$ cat src/common/acrpc_defs.svh
/*
 * Offsets, field positions, reset values and timing counts of the
 * converter control block. Assumes plain textual inclusion.
 */
`ifndef ACRPC_DEFS_SVH
`define ACRPC_DEFS_SVH

// ----------------------------------------
// Register indices (byte address = 4 * index)
// ----------------------------------------
`define ACRPC_IDX_PIN_CFG    8'hAE
`define ACRPC_IDX_CTRL       8'hB1
`define ACRPC_IDX_RES_HI     8'hB2
`define ACRPC_IDX_CLK_RES_LO 8'hB3
`define ACRPC_IDX_IRQ_STAT   8'hC0
`define ACRPC_IDX_IRQ_MASK   8'hC1

// ----------------------------------------
// Field positions
// ----------------------------------------
`define ACRPC_CTRL_EN        7
`define ACRPC_CTRL_START     6
`define ACRPC_CTRL_DONE      5
`define ACRPC_CTRL_CHANNEL_GLOBAL_ENABLE      4
`define ACRPC_CLK_SEL_HI     6
`define ACRPC_CLK_SEL_LO     4
`define ACRPC_IRQ_DONE       0
`define ACRPC_IRQ_ABORT      1

// ----------------------------------------
// Reset values
// ----------------------------------------
`define ACRPC_RST_BYTE       8'h00

// ----------------------------------------
// Clock divisors minus one, and conversion timing
// ----------------------------------------
`define ACRPC_DIV16_LIM      4'hF
`define ACRPC_DIV8_LIM       4'h7
`define ACRPC_DIV1_LIM       4'h0
`define ACRPC_DIV2_LIM       4'h1
`define ACRPC_STEPS          16
`define ACRPC_CLKS_PER_STEP  4
`define ACRPC_SAMPLE_STEPS   4'h4
`define ACRPC_LAST_TICK      6'h3F

`endif

$ cat src/common/acrpc_pkg.sv
/*
 * Types of the converter control block: state enums and state structs.
 * Assumes acrpc_defs.svh for numeric constants.
 */
package acrpc_pkg;

	typedef logic [11:0] acrpc_res_t;
	typedef logic [7:0]  acrpc_byte_t;

	typedef enum logic { BUS_IDLE, BUS_ACK } acrpc_bus_e;
	typedef enum logic { SAR_IDLE, SAR_RUN } acrpc_sar_e;

	typedef struct packed {
		acrpc_bus_e  bus_st;
		acrpc_byte_t rdata;
		logic        en;
		logic        start;
		logic        done;
		logic        channel_global_enable;
		logic [2:0]  channel_select;
		logic [1:0]  clk_sel;
		logic [4:0]  pin_cfg;
		logic [1:0]  irq_stat;
		logic [1:0]  irq_mask;
		logic [3:0]  div_cnt;
		logic        comp_s1;
		logic        comp_s2;
	} acrpc_top_s;

	typedef struct packed {
		acrpc_sar_e st;
		logic [5:0] cnt;
		acrpc_res_t code;
		acrpc_res_t res;
		logic       done;
	} acrpc_sar_s;

endpackage : acrpc_pkg

$ cat src/hw/acrpc_sar.sv
/*
 * Successive approximation sequencer: 16 steps of 4 conversion clocks,
 * 4 sampling steps then one decision per bit, MSB first.
 * Assumes a synchronised comparator level and a conversion clock tick.
 */
module acrpc_sar
	import acrpc_pkg::*;
(
	input  wire logic            mclk_in,     // Instruction clock
	input  wire logic            sys_rst_in,  // Async reset, high
	input  wire logic            ce_in,       // Clock enable
	input  wire logic            tick_in,     // Conversion clock tick
	input  wire logic            go_in,       // Start pulse
	input  wire logic            abort_in,    // Stop sequence
	input  wire logic            comp_in,     // Input >= trial level
	output logic                 busy_out,    // Sequence running
	output logic                 sample_out,  // Sampling phase
	output logic                 done_out,    // One-cycle completion
	output acrpc_pkg::acrpc_res_t code_out,   // Trial code to DAC
	output acrpc_pkg::acrpc_res_t res_out     // Final code
);
	`include "acrpc_defs.svh"

	acrpc_sar_s q, d;
	logic [3:0] step;
	acrpc_res_t trial;

	assign step = q.cnt[5:2];
	assign trial = 12'(12'h001 << (4'hF - step));

	// ----------------------------------------
	// Sequencer
	// ----------------------------------------
	always_comb
	begin
		d = q;
		d.done = 1'b0;
		case (q.st)
			SAR_IDLE:
			begin
				if (go_in)
				begin
					d.st = SAR_RUN;
					d.cnt = 6'h00;
					d.code = 12'h800;
				end
			end
			SAR_RUN:
			begin
				if (abort_in)
					d.st = SAR_IDLE;
				else if (tick_in)
				begin
					d.cnt = q.cnt + 6'h01;
					if (q.cnt[1:0] == 2'h3 && step >= `ACRPC_SAMPLE_STEPS)
					begin
						if (!comp_in)
							d.code = q.code & ~trial;
						d.code = d.code | (trial >> 1);
					end
					if (q.cnt == `ACRPC_LAST_TICK)
					begin
						d.st = SAR_IDLE;
						d.res = d.code;
						d.done = 1'b1;
					end
				end
			end
			default: d.st = SAR_IDLE;
		endcase
	end

	// State register; reset clears the whole state, result included
	always_ff @(posedge mclk_in or posedge sys_rst_in)
	begin
		if (sys_rst_in)
			q <= '0;
		else if (ce_in)
			q <= d;
	end

	assign busy_out = (q.st == SAR_RUN);
	assign sample_out = busy_out && (step < `ACRPC_SAMPLE_STEPS);
	assign done_out = q.done;
	assign code_out = q.code;
	assign res_out = q.res;

endmodule : acrpc_sar

$ cat src/hw/acrpc_top.sv
/*
 * Converter control block: conversion clock select, sequencing,
 * split read-only result buffer, pin isolation, Avalon-MM slave
 * and a level interrupt.
 * Assumes the analog front end drives the comparator pin and follows
 * the trial code, channel select and isolation outputs.
 */
// Functional notes
// - Conversion clock is instruction clock divided by 16, 8, 1 or 2.
// - Clock select bits sit at bit 6 and bit 4, read/write, reset zero.
// - Low register bits 3..0 read result bits 3..0, read only.
// - High register holds result bits 11..4.
// - Full result is high byte then low nibble; 8-bit uses high byte.
// - Software writes never change result buffers.
// - Reset leaves result buffers untouched.
// - Result is straight binary, zero to all ones.
// - Only the selected pin reaches the converter.
// - Each configuration bit isolates its pin's digital path.
// - Conversion is 16 steps of 4 conversion clocks.
// - Completion sets done, clears start, loads result.
// - Channel field picks input 0 to 4.
// - Global enable connects selected channel, else none.
module acrpc_top
	import acrpc_pkg::*;
(
	input  wire logic        mclk_in,             // 100 MHz clock
	input  wire logic        sys_rst_in,          // Async reset, high
	input  wire logic        ce_in,               // Clock enable
	input  wire logic [9:0]  avs_address_in,      // Byte address
	input  wire logic        avs_read_in,         // Read request
	input  wire logic        avs_write_in,        // Write request
	input  wire logic [31:0] avs_writedata_in,    // Write data
	input  wire logic [3:0]  avs_byteenable_in,   // Byte lanes
	output logic [31:0]      avs_readdata_out,    // Read data
	output logic             avs_waitrequest_out, // Stall
	input  wire logic        comp_pin_in,         // Comparator level
	output logic [4:0]       chan_sel_out,        // One-hot channel
	output logic [4:0]       dig_iso_out,         // Digital isolation
	output acrpc_pkg::acrpc_res_t dac_code_out,   // Trial code
	output logic             sample_out,          // Sampling phase
	output logic             irq_out              // Level interrupt
);
	`include "acrpc_defs.svh"

	// ----------------------------------------
	// Declarations
	// ----------------------------------------
	acrpc_top_s q, d;
	acrpc_res_t res_q;
	acrpc_res_t sar_res;
	logic       sar_busy;
	logic       sar_done;
	logic       sar_go;
	logic       sar_abort;
	logic       tick;
	logic [3:0] div_lim;
	logic [7:0] idx;
	logic       req;
	logic       wr_acc;
	logic       lane0;
	logic [7:0] wb;
	logic [4:0] chan_hot;

	// ----------------------------------------
	// Bus decode
	// ----------------------------------------
	assign req = avs_read_in | avs_write_in;
	assign idx = avs_address_in[9:2];
	assign lane0 = avs_byteenable_in[0] & (avs_address_in[1:0] == 2'h0);
	assign wb = avs_writedata_in[7:0];
	// A write takes effect only at the edge that sees waitrequest low
	assign wr_acc = avs_write_in & lane0 & (q.bus_st == BUS_ACK);
	// One wait state on every access
	assign avs_waitrequest_out = req & (q.bus_st != BUS_ACK);
	assign avs_readdata_out = {24'h000000, q.rdata};

	// ----------------------------------------
	// Conversion clock divider
	// ----------------------------------------
	// divisor from select field
	always_comb
	begin
		case (q.clk_sel)
			2'b00:   div_lim = `ACRPC_DIV16_LIM;
			2'b01:   div_lim = `ACRPC_DIV8_LIM;
			2'b10:   div_lim = `ACRPC_DIV1_LIM;
			2'b11:   div_lim = `ACRPC_DIV2_LIM;
			default: div_lim = `ACRPC_DIV16_LIM;
		endcase
	end

	// Tick only while converting so every conversion starts aligned
	assign tick = sar_busy && (q.div_cnt == div_lim);

	// ----------------------------------------
	// Start and stop of the sequence
	// ----------------------------------------
	// start qualification
	// The done cycle still shows start high; blocking it stops a second run
	assign sar_go = q.en & q.channel_global_enable & q.start & ~sar_busy & ~sar_done;
	assign sar_abort = ~q.en;

	// ----------------------------------------
	// Channel routing and isolation, one slice per pin
	// ----------------------------------------
	genvar gi;
	generate
		for (gi = 0; gi < 5; gi++)
		begin : g_pin
			assign chan_hot[gi] = (q.channel_select == 3'(gi));
			assign chan_sel_out[gi] = q.channel_global_enable & chan_hot[gi];
			assign dig_iso_out[gi] = q.pin_cfg[gi];
		end
	endgenerate

	// ----------------------------------------
	// Interrupt output
	// ----------------------------------------
	assign irq_out = |(q.irq_stat & q.irq_mask);

	// ----------------------------------------
	// Next state of the control block
	// ----------------------------------------
	always_comb
	begin
		d = q;

		// Comparator passes two flops before any logic reads it
		d.comp_s1 = comp_pin_in;
		d.comp_s2 = q.comp_s1;

		// Divider counts only during a conversion
		if (!sar_busy || tick)
			d.div_cnt = 4'h0;
		else
			d.div_cnt = q.div_cnt + 4'h1;

		// Bus handshake: capture read data, then answer
		case (q.bus_st)
			BUS_IDLE:
			begin
				if (req)
				begin
					d.bus_st = BUS_ACK;
					d.rdata = 8'h00;
					if (avs_address_in[1:0] == 2'h0)
					begin
						case (idx)
							`ACRPC_IDX_PIN_CFG:
								d.rdata = {3'h0, q.pin_cfg};
							`ACRPC_IDX_CTRL:
								d.rdata = {q.en, q.start, q.done, q.channel_global_enable,
									1'b0, q.channel_select};
							`ACRPC_IDX_RES_HI:
								d.rdata = res_q[11:4];
							`ACRPC_IDX_CLK_RES_LO:
								d.rdata = {1'b0, q.clk_sel[1], 1'b0,
									q.clk_sel[0], res_q[3:0]};
							`ACRPC_IDX_IRQ_STAT:
								d.rdata = {6'h00, q.irq_stat};
							`ACRPC_IDX_IRQ_MASK:
								d.rdata = {6'h00, q.irq_mask};
							default:
								d.rdata = 8'h00;
						endcase
					end
				end
			end
			BUS_ACK:
			begin
				d.bus_st = BUS_IDLE;
			end
			default:
			begin
				d.bus_st = BUS_IDLE;
			end
		endcase

		// Software writes; result bits have no write path at all
		if (wr_acc)
		begin
			case (idx)
				`ACRPC_IDX_PIN_CFG:
					d.pin_cfg = wb[4:0];
				`ACRPC_IDX_CTRL:
				begin
					d.en = wb[`ACRPC_CTRL_EN];
					d.start = wb[`ACRPC_CTRL_START];
					d.done = wb[`ACRPC_CTRL_DONE];
					d.channel_global_enable = wb[`ACRPC_CTRL_CHANNEL_GLOBAL_ENABLE];
					d.channel_select = wb[2:0];
				end
				`ACRPC_IDX_CLK_RES_LO:
					d.clk_sel = {wb[`ACRPC_CLK_SEL_HI], wb[`ACRPC_CLK_SEL_LO]};
				`ACRPC_IDX_IRQ_STAT:
					d.irq_stat = q.irq_stat & ~wb[1:0];
				`ACRPC_IDX_IRQ_MASK:
					d.irq_mask = wb[1:0];
				default:
				begin
				end
			endcase
		end

		// A new conversion shows as progressing
		if (sar_go)
			d.done = 1'b0;

		// Abort drops the request so it does not restart on re-enable
		if (sar_busy && sar_abort)
		begin
			d.start = 1'b0;
			d.irq_stat[`ACRPC_IRQ_ABORT] = 1'b1;
		end

		// Hardware events win over a clearing write in the same cycle
		// done set, start cleared
		if (sar_done)
		begin
			d.done = 1'b1;
			d.start = 1'b0;
			d.irq_stat[`ACRPC_IRQ_DONE] = 1'b1;
		end
	end

	// ----------------------------------------
	// Control state register
	// ----------------------------------------
	always_ff @(posedge mclk_in or posedge sys_rst_in)
	begin
		if (sys_rst_in)
		begin
			q <= '0;
			q.bus_st <= BUS_IDLE;
			q.rdata <= `ACRPC_RST_BYTE;
		end
		else if (ce_in)
		begin
			q <= d;
		end
	end

	// ----------------------------------------
	// Result buffer
	// ----------------------------------------
	// no reset term
	// twelve bits with done
	// Kept out of the reset struct; it powers up unknown by design
	always_ff @(posedge mclk_in)
	begin
		if (ce_in && sar_done)
			res_q <= sar_res;
	end

	// ----------------------------------------
	// Sequencer
	// ----------------------------------------
	// sixteen step sequence
	acrpc_sar u_sar (
		.mclk_in    (mclk_in),
		.sys_rst_in (sys_rst_in),
		.ce_in      (ce_in),
		.tick_in    (tick),
		.go_in      (sar_go),
		.abort_in   (sar_abort),
		.comp_in    (q.comp_s2),
		.busy_out   (sar_busy),
		.sample_out (sample_out),
		.done_out   (sar_done),
		.code_out   (dac_code_out),
		.res_out    (sar_res)
	);

endmodule : acrpc_top

$ cat config.mk
export PLATFORM = sky130hd
export DESIGN_NAME = acrpc_top
export DESIGN_NICKNAME = d
export VERILOG_FILES = /design/src/common/acrpc_pkg.sv /design/src/hw/acrpc_sar.sv /design/src/hw/acrpc_top.sv
export VERILOG_INCLUDE_DIRS = /design/src /design/src/common
export SDC_FILE = /design/constraint.sdc
export NUM_CORES = 1
export LEC_CHECK = 0
export ABC_AREA = 1
export BUFFER_PORTS_ARGS = -buffer_cell sky130_fd_sc_hd__buf_2
export CORE_MARGIN = 5
export CORE_UTILIZATION = 40
export CTS_BUF_LIST = sky130_fd_sc_hd__clkbuf_2
export DETAILED_ROUTE_END_ITERATION = 10
export HOLD_SLACK_MARGIN = 0.02
export PLACE_DENSITY = 0.69
export SYNTH_ARGS = -nofsm -noshare
export SYNTH_HDL_FRONTEND = slang
export SYNTH_SLANG_ARGS = --single-unit
$ cat constraint.sdc
create_clock -name mclk_in -period 3.6 [get_ports mclk_in]
set_input_delay 0.36 -clock mclk_in [delete_from_list [all_inputs] [get_ports mclk_in]]
set_output_delay 0.36 -clock mclk_in [all_outputs]
set_load 0.01 [all_outputs]
==> Flow_metrics.wiki, run 1 <==
{| class="wikitable"
! Metric !! Value
|-
| Result of the run || finished clean
|-
| Std-Cell Rows || 38
|-
| Vias in the first global route || 3,370
|-
| Cell repeated most along the worst path || nand2_1
|-
| Global-route wire length before repair || 16,420 um
|-
| Final period demand of the worst path || 1.942 ns
|-
| Overflow left after global routing || 0
|-
| Pwr per Cell Area || 383.2 mW/mm^2
|-
| Drt via density || 4.870
|-
| Max-slew violations || 0
|-
| Wire length reported by the detailed router || 9776 um
|-
| Sequential share of the synthesized area || 45.80%
|-
| Share of the cycle needed by the critical path after routing || 53.96%
|-
| Die area || 0.01303 sq mm
|-
| Net Sw Frac || 26.94%
|-
| Area delta synth->final || 6.288%
|-
| Final Hold Slack || 0.04112 ns
|-
| Most frequently used flop master after synthesis || dfrtp_1
|-
| Placed wire-length estimate after detailed placement || 7392 um
|-
| Number of setup buffers added after CTS || 0
|-
| Kind of cell adding the most delay to the critical path || simple AND/OR/NAND/NOR gates
|-
| CTS sink count || 77
|-
| Least-Margin Pin Slew || 0.9523 ns
|-
| Internal power of the cells || 1.291 mW
|-
| Buffers & Inverters on Critical Path || 0
|-
| Chip width || 114.1 um
|-
| Peak ir drop on the vdd network || 0.0002434 V
|-
| Critical path startpoint category || register
|-
| RR Startpoint || u_sar.q[25]
|-
| Seq. cell area || 0.001987 sq mm
|-
| Number of buffers between clock root and the deepest sink || 2
|-
| Total cell area at the placement stage || 0.004427 sq mm
|-
| Number of flops mapped to enable cells by yosys || 12
|-
| Port-buffer cells || 57
|-
| Launch point of the critical path || u_sar.q[25]
|-
| Critical-path cell with the highest stage delay || nor3_4
|-
| Final Instance Area || 0.004611 sq mm
|-
| Comb pwr share || 12.2%
|-
| Hold Violations, Final || 0
|-
| Initial antenna violation count || 0
|-
| Via count || 3,555
|-
| Ant. Diodes || 0
|-
| Number of antenna-violating nets in the routed design || 0
|-
| Static Leakage || 2.487 nW
|-
| Layout filler cell count || 1,108
|-
| Worst setup EP type || register
|-
| Async set-or-reset flop fraction in the synthesized netlist || 84.42%
|-
| Most common library cell in the layout ignoring fill and taps || nand2_1
|-
| CP Max Fanout || 14
|-
| Setup repair after global routing missed its margin || false
|-
| Layout cells sized above 1 || 16.10%
|-
| CTS H-tree lvls || 3
|-
| Post-synth design cell area || 0.004338 sq mm
|-
| Routed wire per std cell || 13.39 um
|-
| Source-to-sink clock delay at the later pin of the worst-skew pair || 0.51 ns
|-
| Count of cell instances traversed by the critical path || 6
|-
| Gp weighted congestion || 0.8570
|-
| Number of storage elements in the synthesis netlist || 77
|-
| Residual DRC || 0
|-
| Slack of the worst reg-to-reg path || 1.66 ns
|-
| Yosys warns || 0
|-
| Maximum number of pins on one net before global-route repair || 46
|-
| Worst flop-to-flop path endpoint || u_sar.res_out[3]
|-
| Data required time of the critical path || 4.00 ns
|-
| Library cell used as clock root buffer || clkbuf_2
|-
| Count of cells along the worst register-to-register path || 6
|-
| Fraction of power consumed by sequential logic || 54.4%
|-
| Core Area || 0.01075 sq mm
|-
| Clk network pwr share || 33.4%
|-
| Maximum single-stage delay on the critical path || 0.52 ns
|-
| I/O pin count || 109
|-
| Number of distinct library cells after synthesis || 33
|-
| Starting Density || 40.37%
|-
| Setup TNS after final layout || 0 ns
|-
| TritonCTS clock tree || yes
|-
| Overall routing resource usage || 15.50%
|-
| Violation count after the first detailed-routing iteration || 257
|-
| Cells traversed along the worst timing path || ha_1, nand2_1, nor3_4, nand2_4, nand2_1, nand2_1
|-
| Net Switching || 0.4759 mW
|-
| Overall die height || 114.1 um
|-
| Average cell area after synthesis || 7.859 sq um
|-
| Critical path class || register to register
|-
| Multi-input combinational cell area || 0.001773 sq mm
|-
| Number of nets in the final layout || 639
|-
| Number of detailed-routing iterations run before antenna repair || 4
|-
| # setup viols final || 0
|-
| Critical path destination || u_sar.res_out[3]
|-
| Max-cap viol count || 0
|-
| Arrival time at the worst endpoint || 2.34 ns
|-
| Clock-pin slew reported for the worst setup and hold paths after clock tree synthesis || 0.21 ns
|-
| TritonCTS Buffers || 9
|-
| Worst-case headroom to the max-slew limit || 36.42%
|-
| Highest attainable clock frequency || 0.5148 GHz
|-
| Final setup skew || 0.02185 ns
|-
| Type of the tightest min-delay check || input pin to async pin
|-
| Most frequent cells in the layout || 165 x nand2_1, 77 x nand3_1, 65 x dfrtp_1
|-
| Number of instances in the synthesized netlist || 552
|}
logic make-up (layout without fill, tap and decap cells):
kind of cell | count (synthesis) | count (layout) | synth area share [%]
simple gates | 307 | 307 | 31.64
buf+inv | 114 | 129 | 15.32
compound gates | 47 | 47 | 5.769
flops | 77 | 77 | 45.80
fa+ha+maj | 2 | 2 | 0.5768
xor+xnor | 4 | 4 | 0.8075
other cells | 1 | 24 | 0.08645
worst min-delay path by stage:
| stage | startpoint | endpoint | cells past startpoint |
|---|---|---|---|
| final | sys_rst_in | u_sar.done_out | 2 |
| after detailed placement | u_sar.res_out[0] | res_q[0] | 0 |
| after global routing | avs_writedata_in[0] | q[17] | 3 |
| after floorplan | u_sar.res_out[0] | res_q[0] | 0 |
| after global placement | u_sar.res_out[10] | res_q[10] | 0 |
| after CTS | avs_writedata_in[7] | q[23] | 3 |
power by group through the flow:
| stage | registers (mW) | clock network, mW | logic [mW] |
|---|---|---|---|
| 2_1_floorplan | 0.965 | 0 | 0.185 |
| 3_3_place_gp | 0.972 | 0 | 0.203 |
| 3_5_place_dp | 0.975 | 0 | 0.213 |
| 4_1_cts | 0.959 | 0.608 | 0.214 |
| 5_1_grt | 0.966 | 0.648 | 0.249 |
| 6_report | 0.961 | 0.591 | 0.215 |
synth_stat cells (3+ instances only):
master	count	area [sq um]
nor2_4	4	45.04
nor3_1	13	65.06
buf_6	5	56.30
nor2_1	30	112.6
buf_4	52	390.4
inv_2	6	22.52
nand4_1	7	43.79
nor2_2	3	18.77
clkbuf_1	3	11.26
edfxtp_1	12	360.4
nand2_1	165	619.3
o21ai_0	34	170.2
a21oi_1	5	25.02
inv_1	45	168.9
buf_2	3	15.01
xor2_1	4	35.03
nand3_1	77	385.4
dfrtp_1	65	1627
layout make-up:
cell class,instances,share of cell area (%)
multi-input cells,384,38.45
inverters,51,4.152
repair buffers,62,7.164
flip-flops and latches,77,43.09
clock buffers,11,1.194
well taps,140,3.799
clock inverters,5,2.144
routing by layer:
layer	vias to the layer above	part of all wire, %	GRT usage (%)
met5	-	0	0
met4	0	1.4	4.038
met3	12	6.9	4.070
met2	114	46	24.63
met1	1638	46	21.14
li1	1791	-	-
through the flow:
step | power (mW) | utilization (%) | setup WS [ns] | instances
floorplan | 1.150 | - | 1.614 | 575
global route | 1.863 | 42.91 | 1.424 | 730
CTS | 1.780 | 42.63 | 1.644 | 727
global placement | 1.175 | 41.20 | 1.516 | 711
finish | 1.767 | 42.91 | 1.658 | 730
detailed placement | 1.188 | 41.20 | 1.482 | 711
repair_timing:
action / in CTS / in global routing
setup endpoints to repair: 0 / 0
hold buffers: 0 / 3
gates resized for setup: 0 / 0
hold endpoints to repair: 0 / 3
flip-flops by register name (all words and copies together) (netlist names):
register and flops:
q 19, res_q 12, u_sar.code_out 12, u_sar.res_out 12
avs_readdata_out 8, u_sar.q 6, dig_iso_out 5, d 1
u_sar.busy_out 1, u_sar.done_out 1
No activity file was read; power rests on OpenSTA's default activity.
==> run 2, diff against run 1 <==
- clock period: 3.6 -> 1.8 ns (I/O delays scaled with it)
==> run 2 against run 1 <==
Die area unchanged. Final area increased by 3.3%. Register-to-register slack got worse by 1.5 ns. Routed wire length increased by 4.4%. Global-route usage increased by 0.82 points. Sequential cell count unchanged. Maximum frequency increased by 17%. First-iteration DRC count increased by 35%. Critical endpoint is now u_sar.code_out[10]. Largest power group unchanged.
==> Flow_metrics.wiki, run 2 (synthesis gave the netlist of run 1 again) <==
{| class="wikitable"
! Metric !! Value
|-
| Residual DRC || 0 (unchanged)
|-
| TritonCTS Buffers || 9 (unchanged)
|-
| Pwr per Cell Area || 663.1 mW/mm^2 (was 383.2 mW/mm^2)
|-
| CTS sink count || 77 (unchanged)
|-
| Cell repeated most along the worst path || nand2_1 (unchanged)
|-
| Number of detailed-routing iterations run before antenna repair || 6 (was 4)
|-
| Core Area || 0.01075 sq mm (unchanged)
|-
| Area delta synth->final || 9.749% (was 6.288%)
|-
| Worst slack, placed || 0.1785 ns (was 1.482 ns)
|-
| Number of antenna-violating nets in the routed design || 0 (unchanged)
|-
| Max-cap viol count || 0 (unchanged)
|-
| Result of the run || finished clean (unchanged)
|-
| Final Hold Slack || 0.1145 ns (was 0.04112 ns)
|-
| Ant. Diodes || 0 (unchanged)
|-
| Maximum number of pins on one net before global-route repair || 26 (was 46)
|-
| Number of nets in the final layout || 659 (was 639)
|-
| Most common library cell in the layout ignoring fill and taps || nand2_1 (unchanged)
|-
| Initial antenna violation count || 0 (unchanged)
|-
| Count of cells along the worst register-to-register path || 9 (was 6)
|-
| Number of setup buffers added after CTS || 0 (unchanged)
|-
| Share of the cycle needed by the critical path after routing || 92.45% (was 53.96%)
|-
| Global-route wire length before repair || 17,400 um (was 16,420 um)
|-
| Setup TNS after final layout || 0 ns (unchanged)
|-
| Cells traversed along the worst timing path || inv_1, nand3_1, nand2_1, nand3_1, nor2_1, nand2_1, nor2_1, nand2_1, nand2_1 (was ha_1, nand2_1, nor3_4, nand2_4, nand2_1, nand2_1)
|-
| Gp weighted congestion || 0.8556 (was 0.8570)
|-
| Setup repair after global routing missed its margin || false (unchanged)
|-
| Hold Violations, Final || 0 (unchanged)
|-
| Source-to-sink clock delay at the later pin of the worst-skew pair || 0.48 ns (was 0.51 ns)
|-
| Arrival time at the worst endpoint || 2.10 ns (was 2.34 ns)
|-
| Buffers & Inverters on Critical Path || 1 (was 0)
|-
| Worst-case headroom to the max-slew limit || 60.72% (was 36.42%)
|-
| Number of buffers between clock root and the deepest sink || 2 (unchanged)
|-
| Critical path destination || u_sar.code_out[10] (was u_sar.res_out[3])
|-
| Most frequent cells in the layout || 165 x nand2_1, 76 x nand3_1, 65 x dfrtp_1 (was 165 x nand2_1, 77 x nand3_1, 65 x dfrtp_1)
|-
| CTS H-tree lvls || 3 (unchanged)
|-
| Library cell used as clock root buffer || clkbuf_2 (unchanged)
|-
| Kind of cell adding the most delay to the critical path || simple AND/OR/NAND/NOR gates (unchanged)
|-
| Overflow left after global routing || 0 (unchanged)
|-
| Die area || 0.01303 sq mm (unchanged)
|-
| Count of cells along the worst hold path || 4
|-
| I/O pin count || 109 (unchanged)
|-
| Number of flip-flops in the largest register || 19 (unchanged)
|-
| Clock-pin slew reported for the worst setup and hold paths after clock tree synthesis || 0.21 ns (about the same)
|-
| Overall routing resource usage || 16.33% (was 15.50%)
|-
| Wire length reported by the detailed router || 10,210 um (was 9776 um)
|-
| Util after Layout || 44.31% (was 42.91%)
|-
| Data required time of the critical path || 2.24 ns (was 4.00 ns)
|-
| Starting Density || 40.37% (unchanged)
|-
| Peak ir drop on the vdd network || 0.0003026 V (was 0.0002434 V)
|-
| Port-buffer cells || 57 (unchanged)
|-
| # setup viols final || 0 (unchanged)
|-
| Layout cells sized above 1 || 17.21% (was 16.10%)
|-
| Count of cell instances traversed by the critical path || 9 (was 6)
|-
| Final period demand of the worst path || 1.664 ns (was 1.942 ns)
|-
| Vias in the first global route || 3,667 (was 3,370)
|-
| Std-Cell Rows || 38 (unchanged)
|-
| Setup slack after layout || 0.1358 ns (was 1.658 ns)
|-
| Max-slew violations || 0 (unchanged)
|-
| RR Startpoint || q[15] (was u_sar.q[25])
|-
| Highest attainable clock frequency || 0.6009 GHz (was 0.5148 GHz)
|-
| Violation count after the first detailed-routing iteration || 348 (was 257)
|-
| Critical-path cell with the highest stage delay || dfrtp_1 (was nor3_4)
|-
| Worst flop-to-flop path endpoint || u_sar.code_out[10] (was u_sar.res_out[3])
|-
| Routed wire per std cell || 13.61 um (was 13.39 um)
|-
| Critical path startpoint category || register (unchanged)
|-
| Critical path class || register to register (unchanged)
|-
| Slack of the worst reg-to-reg path || 0.14 ns (was 1.66 ns)
|-
| Largest reg by FF count || q (unchanged)
|-
| Via count || 3,758 (was 3,555)
|-
| Final setup skew || 0.02584 ns (was 0.02185 ns)
|-
| CP Max Fanout || 6 (was 14)
|-
| Launch point of the critical path || q[15] (was u_sar.q[25])
|-
| TritonCTS clock tree || yes (unchanged)
|-
| Least-Margin Pin Slew || 0.5880 ns (was 0.9523 ns)
|-
| Drt via density || 5.011 (was 4.870)
|-
| Maximum single-stage delay on the critical path || 0.48 ns (was 0.52 ns)
|-
| Overall die height || 114.1 um (unchanged)
|-
| Worst setup EP type || register (unchanged)
|-
| Static Leakage || 2.544 nW (was 2.487 nW)
|-
| Type of the tightest min-delay check || input pin to register (was input pin to async pin)
|-
| Placed wire-length estimate after detailed placement || 7652 um (was 7392 um)
|-
| Chip width || 114.1 um (unchanged)
|}
## run 2: changes by cell type in the layout (fill, tap and decap cells not counted)
cell / previous run / this run
clkinvlp_4: 0 / 2
bufinv_16: 3 / 0
dlygate4sd3_1: 3 / 14
inv_2: 7 / 6
buf_4: 2 / 9
nand3_1: 77 / 76
nand3_2: 0 / 1
clkinv_2: 1 / 3
ha_4: 0 / 1
clkbuf_2: 11 / 10
buf_12: 0 / 2
ha_1: 2 / 1
clkinv_1: 1 / 2
## run 2: stage by stage
stage               cells  area, sq um  power [mW]
CTS                   750         4743       3.172
detailed placement    720         4523       2.404
floorplan             575         4428       2.301
finish                750         4761       3.157
global route          750         4761       3.358
global placement      720         4523       2.377
## run 2: area by class of cell
type / count / area, sq um
Clock buffer: 10 / 50.05
Clock inverter: 6 / 30.03
Fill cell: 1109 / 5984
Inverter: 51 / 195.2
Multi-Input combinational cell: 384 / 1790
Sequential cell: 77 / 1987
Tap cell: 140 / 175.2
Timing Repair Buffer: 82 / 533.0
## run 2: power by group
part           internal, mW  switching [mW]
clock                 0.172           0.568
combinational         0.184           0.304
sequential             1.84          0.0927
## run 2: routing by layer
metal  up-vias  track usage, %  wire (um)
met4         0           5.067        288
li1       1821               -          -
met3        38           3.224        835
met2       186           26.19       4576
met1      1713           22.38       4511
met5         -               0          0
## run 2: worst min path at each step
| stage | start | endpoint | slack (ns) |
|---|---|---|---|
| 6_report | avs_address_in[2] | q[8] | 0.11 |
| 5_1_grt | avs_address_in[2] | q[8] | 0.07 |
| 4_1_cts | avs_address_in[2] | q[8] | 0.06 |
| 3_5_place_dp | sys_rst_in | q[17] | 0.27 |
| 3_3_place_gp | sys_rst_in | q[17] | 0.26 |
| 2_1_floorplan | comp_pin_in | d[0] | 0.30 |
## run 2: worst reg2reg max path, delay by kind of cell, from the launching register on
kind                   cells  cell delay, ns
and+or+nand+nor            8            1.04
buffers and inverters      1            0.11
DFF                        1            0.48
## run 2: timing repair
action,CTS,global route
setup endpoints to repair,0,10
hold endpoints to repair,46,0
resized for setup,0,3
hold buffers,14,0
==> run 3, diff against run 2 <==
- ABC_AREA: 1 -> unset
==> run 3 against run 2 <==
The flow now finishes with violations (negative setup slack). Setup slack lost 0.31 ns. Synthesized cell count shrank 27%. Non-clock buffer count grew 31. Die area shrank 2.5%. Sequential cell count is the same. Combinational power shrank 56%. Critical path depth shrank 3. Clock power grew 8.2%. Sequential power shrank 7%. Largest power group unchanged.
==> Flow_metrics.wiki, run 3 <==
{| class="wikitable"
! Metric !! Value
|-
| Type of the tightest min-delay check || input pin to register (unchanged)
|-
| Number of nets in the final layout || 540 (was 659)
|-
| Maximum number of pins on one net before global-route repair || 66 (was 26)
|-
| Worst setup EP type || register (unchanged)
|-
| Overflow left after global routing || 0 (unchanged)
|-
| Final Instance Area || 0.005019 sq mm (was 0.004761 sq mm)
|-
| Number of detailed-routing iterations run before antenna repair || 4 (was 6)
|-
| Share of the synthesized area in the top cell type || 38.56% (was 37.50%)
|-
| CTS sink count || 77 (unchanged)
|-
| Starting Density || 40.86% (was 40.37%)
|-
| Top post-synthesis cells by area || dfrtp_1 39%, buf_4 8.7%, edfxtp_1 8.5%, mux2_2 5.3%, nand2_1 3.8% (was dfrtp_1 37%, nand2_1 14%, buf_4 9.0%, nand3_1 8.9%, edfxtp_1 8.3%)
|-
| CTS H-tree lvls || 3 (unchanged)
|-
| Source-to-sink clock delay at the later pin of the worst-skew pair || 0.51 ns (was 0.48 ns)
|-
| Critical path startpoint category || register (unchanged)
|-
| Routed met3 length || 764 um (was 835 um)
|-
| Max-cap viol count || 0 (unchanged)
|-
| Total cell area at the placement stage || 0.004628 sq mm (was 0.004523 sq mm)
|-
| Number of non-filler instances in the completed layout || 627 (was 750)
|-
| Data required time of the critical path || 2.23 ns (was 2.24 ns)
|-
| Routed wire per std cell || 15.30 um (was 13.61 um)
|-
| Setup slack after layout || -0.1752 ns (was 0.1358 ns)
|-
| Peak ir drop on the vdd network || 0.0003883 V (was 0.0003026 V)
|-
| Violation count after the first detailed-routing iteration || 239 (was 348)
|-
| Layout cells sized above 1 || 34.83% (was 17.21%)
|-
| I/O pin count || 109 (unchanged)
|-
| Ant. Diodes || 0 (unchanged)
|-
| Share of the cycle needed by the critical path after routing || 109.7% (was 92.45%)
|-
| Vias in the first global route || 3,139 (was 3,667)
|-
| Std-Cell Rows || 37 (was 38)
|-
| Layout filler cell count || 947 (was 1,109)
|-
| Max-slew violations || 0 (unchanged)
|-
| Most common library cell in the layout ignoring fill and taps || dfrtp_1 (was nand2_1)
|-
| Gp weighted congestion || 0.8806 (was 0.8556)
|-
| Count of placed standard cells including taps || 591 (was 720)
|-
| Critical path class || register to register (unchanged)
|-
| Yosys warns || 0 (unchanged)
|-
| Core Area || 0.01032 sq mm (was 0.01075 sq mm)
|-
| Top layer reached by signal wires || met4 (unchanged)
|-
| Setup TNS after final layout || -3.495 ns (was 0 ns)
|-
| Most frequent cells in the layout || 59 x dfrtp_1, 57 x buf_2, 43 x nand2_1 (was 165 x nand2_1, 76 x nand3_1, 65 x dfrtp_1)
|-
| Average cell area after synthesis || 10.49 sq um (was 7.859 sq um)
|-
| Sequential share of the synthesized area || 47.11% (was 45.80%)
|-
| Met1 wire length || 4328 um (was 4511 um)
|-
| Cell accounting for the most synthesized area || dfrtp_1 (unchanged)
|-
| Hold Violations, Final || 0 (unchanged)
|-
| Clock-pin slew reported for the worst setup and hold paths after clock tree synthesis || 0.22 ns (was 0.21 ns)
|-
| Wire length on met2 || 4356 um (was 4576 um)
|-
| Chip width || 112.7 um (was 114.1 um)
|-
| Die area || 0.01270 sq mm (was 0.01303 sq mm)
|-
| Residual DRC || 0 (unchanged)
|-
| Number of flip-flops in the largest register || 19 (unchanged)
|-
| TritonCTS clock tree || yes (unchanged)
|-
| Final setup skew || 0.02367 ns (was 0.02584 ns)
|-
| Area delta synth->final || 18.99% (was 9.749%)
|-
| Post-synth design cell area || 0.004218 sq mm (was 0.004338 sq mm)
|-
| Number of antenna-violating nets in the routed design || 0 (unchanged)
|-
| Drt via density || 5.124 (was 5.011)
|-
| Async set-or-reset flop fraction in the synthesized netlist || 84.42% (unchanged)
|-
| # setup viols final || 29 (was 0)
|-
| Placed wire-length estimate after detailed placement || 7108 um (was 7652 um)
|-
| Overall routing resource usage || 15.20% (was 16.33%)
|-
| Most frequent cells after synthesis || 65 x dfrtp_1, 49 x buf_4, 43 x nand2_1, 25 x nor2_1, 20 x mux2_2 (was 165 x nand2_1, 77 x nand3_1, 65 x dfrtp_1, 52 x buf_4, 45 x inv_1)
|-
| Global-route wire length before repair || 15,770 um (was 17,400 um)
|-
| Largest reg by FF count || q (unchanged)
|-
| Pwr per Cell Area || 557.9 mW/mm^2 (was 663.1 mW/mm^2)
|-
| Number of instances in the synthesized netlist || 402 (was 552)
|-
| Number of distinct library cells after synthesis || 57 (was 33)
|-
| Setup repair after global routing missed its margin || true (was false)
|-
| Arrival time at the worst endpoint || 2.41 ns (was 2.10 ns)
|-
| Static Leakage || 2.438 nW (was 2.544 nW)
|-
| Initial antenna violation count || 0 (unchanged)
|-
| CP Max Fanout || 12 (was 6)
|-
| Number of flops mapped to enable cells by yosys || 12 (unchanged)
|-
| Highest attainable clock frequency || 0.5063 GHz (was 0.6009 GHz)
|-
| Most frequently used flop master after synthesis || dfrtp_1 (unchanged)
|-
| Number of storage elements in the synthesis netlist || 77 (unchanged)
|-
| Overall die height || 112.7 um (was 114.1 um)
|-
| Via count || 3,213 (was 3,758)
|-
| Library cell used as clock root buffer || clkbuf_2 (unchanged)
|-
| Count leader, synth || dfrtp_1 (was nand2_1)
|-
| TritonCTS Buffers || 9 (unchanged)
|-
| Port-buffer cells || 57 (unchanged)
|-
| Number of buffers between clock root and the deepest sink || 2 (unchanged)
|-
| Wire length reported by the detailed router || 9591 um (was 10,210 um)
|-
| Final period demand of the worst path || 1.975 ns (was 1.664 ns)
|-
| Util after Layout || 48.61% (was 44.31%)
|-
| Failing checks || negative setup slack
|-
| Result of the run || finished, violations left (was finished clean)
|}
run 3: per-stage QoR:
step                setup slack [ns]  total power [mW]  hold slack (ns)
floorplan                    -0.1729             1.960           0.3177
global placement             -0.1073             2.004           0.2978
detailed placement           -0.1631             2.007           0.3055
CTS                          -0.1887             2.835          0.08307
global route                 -0.2532             2.942          0.06072
finish                       -0.1752             2.800           0.1258
run 3: logic make-up (layout without fill, tap and decap cells):
logic type / Yosys count / after routing / share of synthesized area [%]
compound gates: 81 / 81 / 14.54
fa+ha+maj: 2 / 2 / 0.5932
mux: 34 / 34 / 9.493
buf+inv: 74 / 140 / 11.33
other cells: 1 / 24 / 0.08891
flops: 77 / 77 / 47.11
simple gates: 133 / 133 / 16.85
run 3: cell type report:
cell class                 count  area [sq um]  share of cell area (%)
timing repair buffer         113         778.2                   15.51
inverter                      11         45.04                  0.8975
tap                          136         170.2                   3.391
clock inverter                 5         37.54                  0.7479
clock buffer                  11         55.05                   1.097
sequential                    77          1994                   39.74
multi-input combinational    274          1938                   38.62
run 3: final timing paths:
check / cells after the start / from / slack, ns / to
worst max register to register: 6 / q[15] / -0.18 / u_sar.res_out[8]
worst max-delay path: 6 / q[15] / -0.18 / u_sar.res_out[8]
worst min register to register: 0 / u_sar.res_out[3] / 0.47 / res_q[3]
max in group asynchronous: 4 / sys_rst_in / 1.23 / q[19]
worst min-delay path: 4 / avs_address_in[2] / 0.13 / q[8]
min in group asynchronous: 4 / sys_rst_in / 0.27 / q[2]
run 3: per-layer routing:
layer	GRT usage [%]	up-vias
met5	0	-
met4	4.006	0
li1	-	1548
met1	19.92	1536
met3	5.175	12
met2	24.13	117
run 3: critical path, cell delays in order (launching register included):
cell       delay, ns
dfrtp_2         0.49
or3b_4          0.39
o2bb2ai_4       0.17
o2111ai_4       0.15
nor3_4          0.18
buf_12          0.17
mux2_2          0.33
run 3: power by group:
part	switching [mW]	leakage [nW]	internal, mW	total [mW]
registers	0.00840	0.981	1.78	1.79
clock network	0.606	0.0547	0.195	0.801
logic	0.133	1.40	0.0803	0.214
run 3: timing repair:
item,CTS,global route
hold buffers,13,0
pin swaps,1,4
setup endpoints to repair,30,36
setup buffers,2,6
gates resized for setup,10,17
endpoints found under the hold margin,86,0
